**src/xe_cfg.svh**
```systemverilog
// constants for the external-instruction execution and timing unit
`ifndef XE_CFG_SVH
`define XE_CFG_SVH

// opcode field, word bits 15:5
`define XE_OP_IDLE 11'h01a
`define XE_OP_STATUS_CLEAR_OP 11'h01b
`define XE_OP_UOPB 11'h01d
`define XE_OP_UOPA 11'h01e
`define XE_OP_UOPC 11'h01f

// upper address line codes, a0 in bit 2
`define XE_CODE_IDLE 3'h2
`define XE_CODE_STATUS_CLEAR_OP 3'h3
`define XE_CODE_UOPA 3'h6
`define XE_CODE_UOPB 3'h5
`define XE_CODE_UOPC 3'h7

// jump opcode range on word bits 15:8
`define XE_JMP_LO 8'h10
`define XE_JMP_HI 8'h1c

// field positions in the address output, a0 is the top bit
`define XE_ADDR_CODE_HI 15
`define XE_ADDR_CODE_LO 13
`define XE_ADDR_C_HI 12
`define XE_ADDR_C_LO 8

// base counts
`define XE_EXT_CLK 7'h0a
`define XE_EXT_MEM 4'h1
`define XE_JMP_CLK 7'h06
`define XE_JMP_MEM 4'h1

// operand address modification: extra clocks and memory cycles
`define XE_MODE_WR 2'h0
`define XE_MODE_IND 2'h1
`define XE_MODE_SYMIDX 2'h2
`define XE_MODE_AINC 2'h3
`define XE_IND_CLK 4'h4
`define XE_IND_MEM 4'h1
`define XE_AINC_CLK 4'h6
`define XE_AINC_MEM 4'h2
`define XE_SYM_CLK 4'h6
`define XE_SYM_MEM 4'h1
`define XE_IDX_CLK 4'h6
`define XE_IDX_MEM 4'h2

// status clear keeps bits 0..6 (msb numbering), zeroes 7..15
`define XE_ST_KEEP_MASK 16'hfe00
`define XE_ST_RESET 16'h0000

`endif

```
**src/xe_pkg.sv**
```systemverilog
// types for the external-instruction execution and timing unit
package xe_pkg;

  typedef enum logic [1:0] {
    XE_READY,
    XE_EXEC,
    XE_HALT
  } xe_state_t;

endpackage

```
**src/xe_sync2.sv**
```systemverilog
// two-flop synchroniser for pin inputs
`timescale 1ns/1ns
module xe_sync2 #(
  parameter logic RST_VAL = 1'b0
) (
  // clock and reset
  input wire logic clk,
  input wire logic nrst,
  // async level in, synchronised level out
  input wire logic pin_in,
  output logic sync_out
);

  logic meta_ff;
  logic sync_ff;

  // first stage feeds only the second
  always_ff @(posedge clk or negedge nrst) begin
    if (!nrst) begin
      meta_ff <= RST_VAL;
      sync_ff <= RST_VAL;
    end else begin
      meta_ff <= pin_in;
      sync_ff <= meta_ff;
    end
  end

  assign sync_out = sync_ff;

endmodule

```
**src/xe_exec_timing.sv**
```systemverilog
// execution and cycle timing of external-control and jump instructions
`timescale 1ns/1ns
`include "xe_cfg.svh"

// Summary of operation
// - external-control op drives its fixed three-bit code on the top address lines
// - the 5-bit C field goes out on address lines A3 to A7
// - read strobe asserted and one bit-I/O clock pulse emitted per external op
// - idle halts execution until interrupt, load request or reset
// - cycle-end output low from the edge starting each final clock
// - each bit-serial I/O wait state adds exactly one clock
// - memory wait states add wait count times memory accesses to clocks
// - non-register addressing adds its own clocks and memory cycles on top
// - jump takes 6 clocks and 1 memory cycle, taken or not
// - bit-serial I/O base counts assume no waits; waits extend beyond base
module xe_exec_timing (
  // clock and reset
  input wire logic clk,
  input wire logic nrst,
  // instruction issue, same clock domain
  input wire logic instr_valid,
  input wire logic [15:0] instr_word,
  input wire logic [6:0] base_clk,
  input wire logic [3:0] base_mem,
  input wire logic [4:0] cru_ops,
  input wire logic uses_src,
  input wire logic uses_dst,
  input wire logic [2:0] mem_wait,
  // status register load, same clock domain
  input wire logic status_wr,
  input wire logic [15:0] status_wdata,
  // pins from outside
  input wire logic bit_io_ready,
  input wire logic intr_req,
  input wire logic load_req,
  // outputs
  output logic instr_ready,
  output logic instr_done,
  output logic halted,
  output logic [15:0] addr_out,
  output logic read_direction_strobe,
  output logic bit_io_clock_pulse,
  output logic cycle_end_output_n,
  output logic [15:0] status_bits
);

  ////////////////////////////////////////////////////////////////////////////
  // synchronised pins

  logic ready_s;
  logic intr_s;
  logic load_s;

  xe_sync2 #(.RST_VAL(1'b1)) u_sync_ready (.clk(clk), .nrst(nrst), .pin_in(bit_io_ready), .sync_out(ready_s));
  xe_sync2 #(.RST_VAL(1'b0)) u_sync_intr (.clk(clk), .nrst(nrst), .pin_in(intr_req), .sync_out(intr_s));
  xe_sync2 #(.RST_VAL(1'b0)) u_sync_load (.clk(clk), .nrst(nrst), .pin_in(load_req), .sync_out(load_s));

  ////////////////////////////////////////////////////////////////////////////
  // decode

  function automatic logic [7:0] mode_cost(input logic [1:0] mode, input logic [3:0] field);
    logic [7:0] r;
    r = 8'h00;
    unique case (mode)
      `XE_MODE_WR: r = 8'h00;
      `XE_MODE_IND: r = {`XE_IND_CLK, `XE_IND_MEM};
      `XE_MODE_AINC: r = {`XE_AINC_CLK, `XE_AINC_MEM};
      `XE_MODE_SYMIDX: r = (field == 4'h0) ? {`XE_SYM_CLK, `XE_SYM_MEM} : {`XE_IDX_CLK, `XE_IDX_MEM};
    endcase
    return r;
  endfunction

  xe_pkg::xe_state_t state_ff;
  xe_pkg::xe_state_t nxt_state;

  wire [10:0] opcode = instr_word[15:5];
  wire is_idle = (opcode == `XE_OP_IDLE);
  wire is_status_clear_op = (opcode == `XE_OP_STATUS_CLEAR_OP);
  wire is_ext = is_idle | is_status_clear_op | (opcode == `XE_OP_UOPA) | (opcode == `XE_OP_UOPB) | (opcode == `XE_OP_UOPC);
  wire is_jump = (instr_word[15:8] >= `XE_JMP_LO) && (instr_word[15:8] <= `XE_JMP_HI);
  wire fixed_op = is_ext | is_jump;
  wire [2:0] ext_code = is_idle ? `XE_CODE_IDLE :
                        is_status_clear_op ? `XE_CODE_STATUS_CLEAR_OP :
                        (opcode == `XE_OP_UOPA) ? `XE_CODE_UOPA :
                        (opcode == `XE_OP_UOPB) ? `XE_CODE_UOPB : `XE_CODE_UOPC;
  wire start = (state_ff == xe_pkg::XE_READY) && instr_valid;

  // operand extras, only for issue that carries general operands
  wire [7:0] src_cost = (uses_src && !fixed_op) ? mode_cost(instr_word[5:4], instr_word[3:0]) : 8'h00;
  wire [7:0] dst_cost = (uses_dst && !fixed_op) ? mode_cost(instr_word[11:10], instr_word[9:6]) : 8'h00;
  wire [6:0] sel_clk = is_ext ? `XE_EXT_CLK : is_jump ? `XE_JMP_CLK : base_clk;
  wire [3:0] sel_mem = is_ext ? `XE_EXT_MEM : is_jump ? `XE_JMP_MEM : base_mem;
  wire [4:0] sel_cru = fixed_op ? 5'h00 : cru_ops;
  wire [4:0] mem_tot = 5'(sel_mem) + 5'(src_cost[3:0]) + 5'(dst_cost[3:0]);
  wire [7:0] mem_pen = 8'(mem_tot * mem_wait);
  wire [8:0] raw_tot = 9'(sel_clk) + 9'(src_cost[7:4]) + 9'(dst_cost[7:4]) + 9'(mem_pen);
  wire [8:0] total = (raw_tot == 9'h000) ? 9'h001 : raw_tot;

  ////////////////////////////////////////////////////////////////////////////
  // sequencing

  logic [8:0] cnt_ff;
  logic [4:0] cru_left_ff;
  logic phase_ff;
  logic first_ff;
  logic ext_ff;
  logic idle_ff;

  // wait state: ready sampled at the start of the second clock of an I/O op
  wire cru_stall = (state_ff == xe_pkg::XE_EXEC) && (cru_left_ff != 5'h00) && phase_ff && !ready_s;
  wire fin = (state_ff == xe_pkg::XE_EXEC) && (cnt_ff == 9'h001) && !cru_stall;
  wire wake = intr_s | load_s;

  always_comb begin
    nxt_state = state_ff;
    unique case (state_ff)
      xe_pkg::XE_READY: if (instr_valid) nxt_state = xe_pkg::XE_EXEC;
      xe_pkg::XE_EXEC: if (fin) nxt_state = idle_ff ? xe_pkg::XE_HALT : xe_pkg::XE_READY;
      xe_pkg::XE_HALT: if (wake) nxt_state = xe_pkg::XE_READY;
    endcase
  end

  // counter holds on a wait, so each wait adds exactly one clock
  wire [8:0] nxt_cnt = start ? total : (state_ff == xe_pkg::XE_EXEC && !cru_stall) ? cnt_ff - 9'h001 : cnt_ff;
  wire nxt_phase = start ? 1'b0 : (state_ff == xe_pkg::XE_EXEC && !cru_stall) ? ~phase_ff : phase_ff;
  wire [4:0] nxt_cru = start ? sel_cru :
                       (state_ff == xe_pkg::XE_EXEC && phase_ff && !cru_stall && cru_left_ff != 5'h00) ?
                       cru_left_ff - 5'h01 : cru_left_ff;
  wire nxt_exec = (nxt_state == xe_pkg::XE_EXEC);
  wire nxt_cyc_end = nxt_exec && (nxt_phase || nxt_cnt == 9'h001);
  wire nxt_pulse = (state_ff == xe_pkg::XE_EXEC) && ext_ff && first_ff && !phase_ff;

  always_ff @(posedge clk or negedge nrst) begin
    if (!nrst) begin
      state_ff <= xe_pkg::XE_READY;
      cnt_ff <= 9'h000;
      cru_left_ff <= 5'h00;
      phase_ff <= 1'b0;
      first_ff <= 1'b0;
    end else begin
      state_ff <= nxt_state;
      cnt_ff <= nxt_cnt;
      cru_left_ff <= nxt_cru;
      phase_ff <= nxt_phase;
      first_ff <= start | (first_ff & ~(phase_ff & ~cru_stall));
    end
  end

  ////////////////////////////////////////////////////////////////////////////
  // external signalling and outputs

  logic [15:0] addr_ff;
  logic rd_strobe_ff;
  logic pulse_ff;
  logic cyc_end_n_ff;
  logic ready_ff;
  logic done_ff;
  logic halted_ff;
  logic [15:0] status_ff;

  wire [15:0] ext_addr = {ext_code, instr_word[4:0], 8'h00};

  always_ff @(posedge clk or negedge nrst) begin
    if (!nrst) begin
      ext_ff <= 1'b0;
      idle_ff <= 1'b0;
      addr_ff <= 16'h0000;
      rd_strobe_ff <= 1'b0;
    end else if (start) begin
      ext_ff <= is_ext;
      idle_ff <= is_idle;
      addr_ff <= is_ext ? ext_addr : 16'h0000;
      rd_strobe_ff <= is_ext;
    end else if (fin) begin
      ext_ff <= 1'b0;
      addr_ff <= 16'h0000;
      rd_strobe_ff <= 1'b0;
    end
  end

  always_ff @(posedge clk or negedge nrst) begin
    if (!nrst) begin
      pulse_ff <= 1'b0;
      cyc_end_n_ff <= 1'b1;
      ready_ff <= 1'b1;
      done_ff <= 1'b0;
      halted_ff <= 1'b0;
    end else begin
      pulse_ff <= nxt_pulse;
      cyc_end_n_ff <= ~nxt_cyc_end;
      ready_ff <= (nxt_state == xe_pkg::XE_READY);
      done_ff <= fin;
      halted_ff <= (nxt_state == xe_pkg::XE_HALT);
    end
  end

  // status clear takes priority over a same-cycle load of the low bits
  wire [15:0] st_loaded = status_wr ? status_wdata : status_ff;
  wire [15:0] nxt_status = (start && is_status_clear_op) ? (st_loaded & `XE_ST_KEEP_MASK) : st_loaded;

  always_ff @(posedge clk or negedge nrst) begin
    if (!nrst) begin
      status_ff <= `XE_ST_RESET;
    end else begin
      status_ff <= nxt_status;
    end
  end

  assign instr_ready = ready_ff;
  assign instr_done = done_ff;
  assign halted = halted_ff;
  assign addr_out = addr_ff;
  assign read_direction_strobe = rd_strobe_ff;
  assign bit_io_clock_pulse = pulse_ff;
  assign cycle_end_output_n = cyc_end_n_ff;
  assign status_bits = status_ff;
endmodule

```
**config.mk**
```make
export PLATFORM = sky130hd
export DESIGN_NAME = xe_exec_timing
export DESIGN_NICKNAME = d
export VERILOG_FILES = /design/src/xe_pkg.sv /design/src/xe_sync2.sv /design/src/xe_exec_timing.sv
export VERILOG_INCLUDE_DIRS = /design/src
export SDC_FILE = /design/constraint.sdc
export NUM_CORES = 1
export LEC_CHECK = 0
export ABC_AREA = 1
export BUFFER_PORTS_ARGS = -buffer_cell sky130_fd_sc_hd__buf_2
export CORE_MARGIN = 2
export CORE_UTILIZATION = 40
export DETAILED_ROUTE_END_ITERATION = 6
export HOLD_SLACK_MARGIN = 0.08
export SYNTH_ARGS = -nofsm -noshare
export SYNTH_HDL_FRONTEND = slang
export SYNTH_SLANG_ARGS = --single-unit
```
**constraint.sdc**
```tcl
create_clock -name clk -period 2.45 [get_ports clk]
set_input_delay 0.245 -clock clk [delete_from_list [all_inputs] [get_ports clk]]
set_output_delay 0.245 -clock clk [all_outputs]
set_load 0.02 [all_outputs]
```
==> reports/metrics.cfg <==
[setup_path]
required_ps = 2700
critPathMostFrequentCell = sky130_fd_sc_hd__fa_1
critical_path.slowest_cell = sky130_fd_sc_hd__fa_2
critPathArrivalTime_ps = 5480
critical_path_class = input port to register
worst_setup_path_startpoint = instr_word[14]
kind_of_capture_point_of_the_worst_setup_path = register
crit_fanout = 5
launch_instance_of_the_worst_register_to_register_path = cnt_ff[0]
cp-start-kind = input port
critPathMaxStageDelay_ps = 550

[timing]
skew_ps = 6.34
slew_violations = 0
grt_setup_unrepaired = yes
timing_hold_violations_final = 0
layout_worst_path_cycle_share_pct = 213
fmaxAchievable_mhz = 191
final-setup-viol-count = 10
setup_ws_ps = -2780
post-route-min-period_ps = 5230
totalNegativeSetupSlack_ps = -21680

[logic_synthesis]
synth_fa_ha_area_share_pct = 15.1
netlist_area_um2 = 3950
yosys-mux-area-fraction_pct = 4.57
yosys.cell_count.top_type = sky130_fd_sc_hd__nand2_1
syn_area_per_cell_um2 = 8.02
ys_types = 39
synth_top_family_by_area = simple AND/OR/NAND/NOR gates
seq_area_frac_synth_pct = 35.0
synthDominantCellAreaShare_pct = 32.4
synthArstFlopShare_pct = 100
synth_edf_count = 0
cells_taking_the_most_area_after_synthesis = sky130_fd_sc_hd__dfrtp_1 (32%), sky130_fd_sc_hd__nand2_1 (11%), sky130_fd_sc_hd__inv_1 (8.3%)
post_synth_most_frequent_cells = sky130_fd_sc_hd__nand2_1 (117), sky130_fd_sc_hd__inv_1 (87), sky130_fd_sc_hd__dfrtp_1 (51), sky130_fd_sc_hd__nor2_1 (49), sky130_fd_sc_hd__nand3_1 (29)
xor_xnor_fraction_of_synth_area_pct = 1.78
syn-instance-count = 492
synth-simple-area-share_pct = 25.8
synth_flop_cell = sky130_fd_sc_hd__dfrtp_1
area_fraction_in_compound_gates_after_synthesis_pct = 6.18
postSynthRegisterBits = 55
yosys_warnings = 0
netlist.top_cell.by_area = sky130_fd_sc_hd__dfrtp_1

[cts]
root_buffer = sky130_fd_sc_hd__clkbuf_8
numClockSinks = 55
clock_tree.buffer_depth = 2
insertion_delay_ps = 300
cts.reportedPaths.clkPinSlew_ps = 100
cts_tree = yes
cts.htree.levels = 2
cts_buffers = 5

[place]
place.port_buffers = 89
placedCellCount = 759
hpwlAfterDp_um = 7230
pre_cts_ws_ps = -3110
gp_congestion = 0.827

[detailed_routing]
route.vias.total = 3583
initialDrtViolationCount = 158
route.final.wire_length_um = 9160
wire_per_inst_um = 11.7
antenna_violating_nets_post_route = 0
post-route-drc-count = 0
via_per_instance_ratio = 4.58
drt_pre_antenna_iters = 4

[cells_and_area]
final_core_utilization_pct = 54.9
final_layout_size_suffix_gt1_share_pct = 38.2
diodes = 0
layout.filler_cells = 926
synthToLayoutAreaGrowth_pct = 34.8
fin_cells = 783
finalNetCount = 747

[global_routing]
initial_antenna_violation_count = 0
grt_overflow_total = 0
grt_first_pass_wirelength_um = 15300
grtUsageTotal_pct = 18.0
grt_pass1_vias = 3554
grt_max_degree = 21

[status]
violations_in_the_final_reports = setup timing
status = complete, but fails checks

[floorplanning]
die_w_um = 103
ioPinCount = 98
row_count = 36
height_of_the_chip_um = 103
floorplan.initialDensity_pct = 40.7
placeableCoreArea_um2 = 9680
design.die.area_um2 = 10700

[worst_hold_path]
min_path_type = input port to register
hold_path_startpoint = status_wdata[15]

[power_and_ir_drop]
fin_total_pwr_mw = 4.56
cellPowerDensity_nw_per_um2 = 856
power.ir.vdd_worst_uv = 428
cellLeakagePower_nw = 2.94

[job]
cap_violations = 0

## where the power goes
part / total [mW] / internal, mW / switching, mW
Clock: 0.489 / 0.201 / 0.288
Sequential: 1.28 / 1.12 / 0.154
Combinational: 2.79 / 1.24 / 1.55
Total: 4.56 / 2.56 / 1.99
## critical path, delay by kind of cell
| family | cells | cell delay, ps |
|---|---|---|
| buffers and inverters | 8 | 610 |
| and+or+nand+nor | 15 | 1260 |
| AOI/OAI and AO/OA | 1 | 100 |
| adders and majority gates | 8 | 3230 |
## cells by family after synthesis
| logic type | Yosys count |
|---|---|
| AO/OA/AOI/OAI | 42 |
| flip-flops | 55 |
| XOR/XNOR | 8 |
| buffers and inverters | 107 |
| AND/OR/NAND/NOR | 225 |
| multiplexers | 16 |
| other | 1 |
| adder cells (fa/ha/maj) | 38 |
## area by class of cell
| class | instances | area, µm² | share of cell area (%) |
|---|---|---|---|
| timing repair buffer | 158 | 1020 | 19.1 |
| sequential | 55 | 1380 | 26.0 |
| multi-input combinational | 337 | 2320 | 43.6 |
| tap | 133 | 166 | 3.13 |
| inverter | 92 | 348 | 6.54 |
| clock buffer | 6 | 72.6 | 1.36 |
| clock inverter | 2 | 12.5 | 0.235 |
## layout by cell type, fill, tap and decap left out, types with 3 or more instances in the layout
master | Yosys | final
sky130_fd_sc_hd__buf_2 | 3 | 82
sky130_fd_sc_hd__clkbuf_8 | 0 | 5
sky130_fd_sc_hd__nand3_1 | 29 | 27
sky130_fd_sc_hd__ha_4 | 0 | 4
sky130_fd_sc_hd__nand2_1 | 117 | 108
sky130_fd_sc_hd__fa_1 | 16 | 13
sky130_fd_sc_hd__conb_1 | 1 | 8
sky130_fd_sc_hd__fa_2 | 0 | 3
sky130_fd_sc_hd__buf_4 | 8 | 65
sky130_fd_sc_hd__buf_6 | 2 | 7
sky130_fd_sc_hd__nor2_4 | 3 | 7
sky130_fd_sc_hd__dfstp_2 | 4 | 4
sky130_fd_sc_hd__a21oi_1 | 13 | 10
sky130_fd_sc_hd__a21oi_2 | 3 | 4
sky130_fd_sc_hd__dlygate4sd3_1 | 0 | 4
sky130_fd_sc_hd__o21ai_1 | 2 | 3
sky130_fd_sc_hd__dfrtp_1 | 51 | 51
sky130_fd_sc_hd__nand3_4 | 3 | 3
sky130_fd_sc_hd__xor2_1 | 7 | 5
sky130_fd_sc_hd__nand4_1 | 5 | 5
sky130_fd_sc_hd__mux2_2 | 16 | 16
sky130_fd_sc_hd__inv_1 | 87 | 77
sky130_fd_sc_hd__nor2_2 | 3 | 7
sky130_fd_sc_hd__nand2_2 | 5 | 12
sky130_fd_sc_hd__nor3_1 | 4 | 4
sky130_fd_sc_hd__ha_1 | 22 | 17
sky130_fd_sc_hd__inv_2 | 4 | 14
sky130_fd_sc_hd__nor2_1 | 49 | 41
sky130_fd_sc_hd__o21ai_0 | 16 | 15
## metal layers
layer  wire [µm]  part of all wire, %  track usage, %
met3         313                  3.4            3.16
met5           0                    0               0
met4          89                 0.97            3.74
met2        4710                   51            31.2
met1        4050                   44            23.7
## stage by stage
step           hold slack [ps]  instance area [µm²]
4_1_cts                    156                 5240
5_1_grt                    152                 5320
3_3_place_gp               195                 4930
2_1_floorplan            -50.6                 4020
3_5_place_dp               202                 4930
6_report                   173                 5320
## flip-flops by register name, indices dropped and copies added, names as in the netlist, 2 cells and up
register / flops
addr_out: 8
status_bits: 16
state_ff: 2
cnt_ff: 9
cru_left_ff: 5
## repair_timing
action,CTS,global route
cloned,0,0
pin swaps,10,2
setup buffers,10,2
hold endpoints to repair,17,0
gates resized for setup,27,16
setup endpoints to repair,10,10
hold buffers,4,0
## path summary, 6_finish.rpt
check | cells past startpoint | to | slack, ps
hold reg to reg | 0 | u_sync_load.sync_out | 360
min in group asynchronous | 2 | cnt_ff[8] | 380
max in group asynchronous | 3 | u_sync_ready.sync_out | 1400
setup / recovery | 32 | cnt_ff[0] | -2780
setup reg to reg | 14 | cycle_end_output_n | 540
hold / removal | 2 | status_bits[15] | 170
No activity file was read; power rests on OpenSTA's default activity.
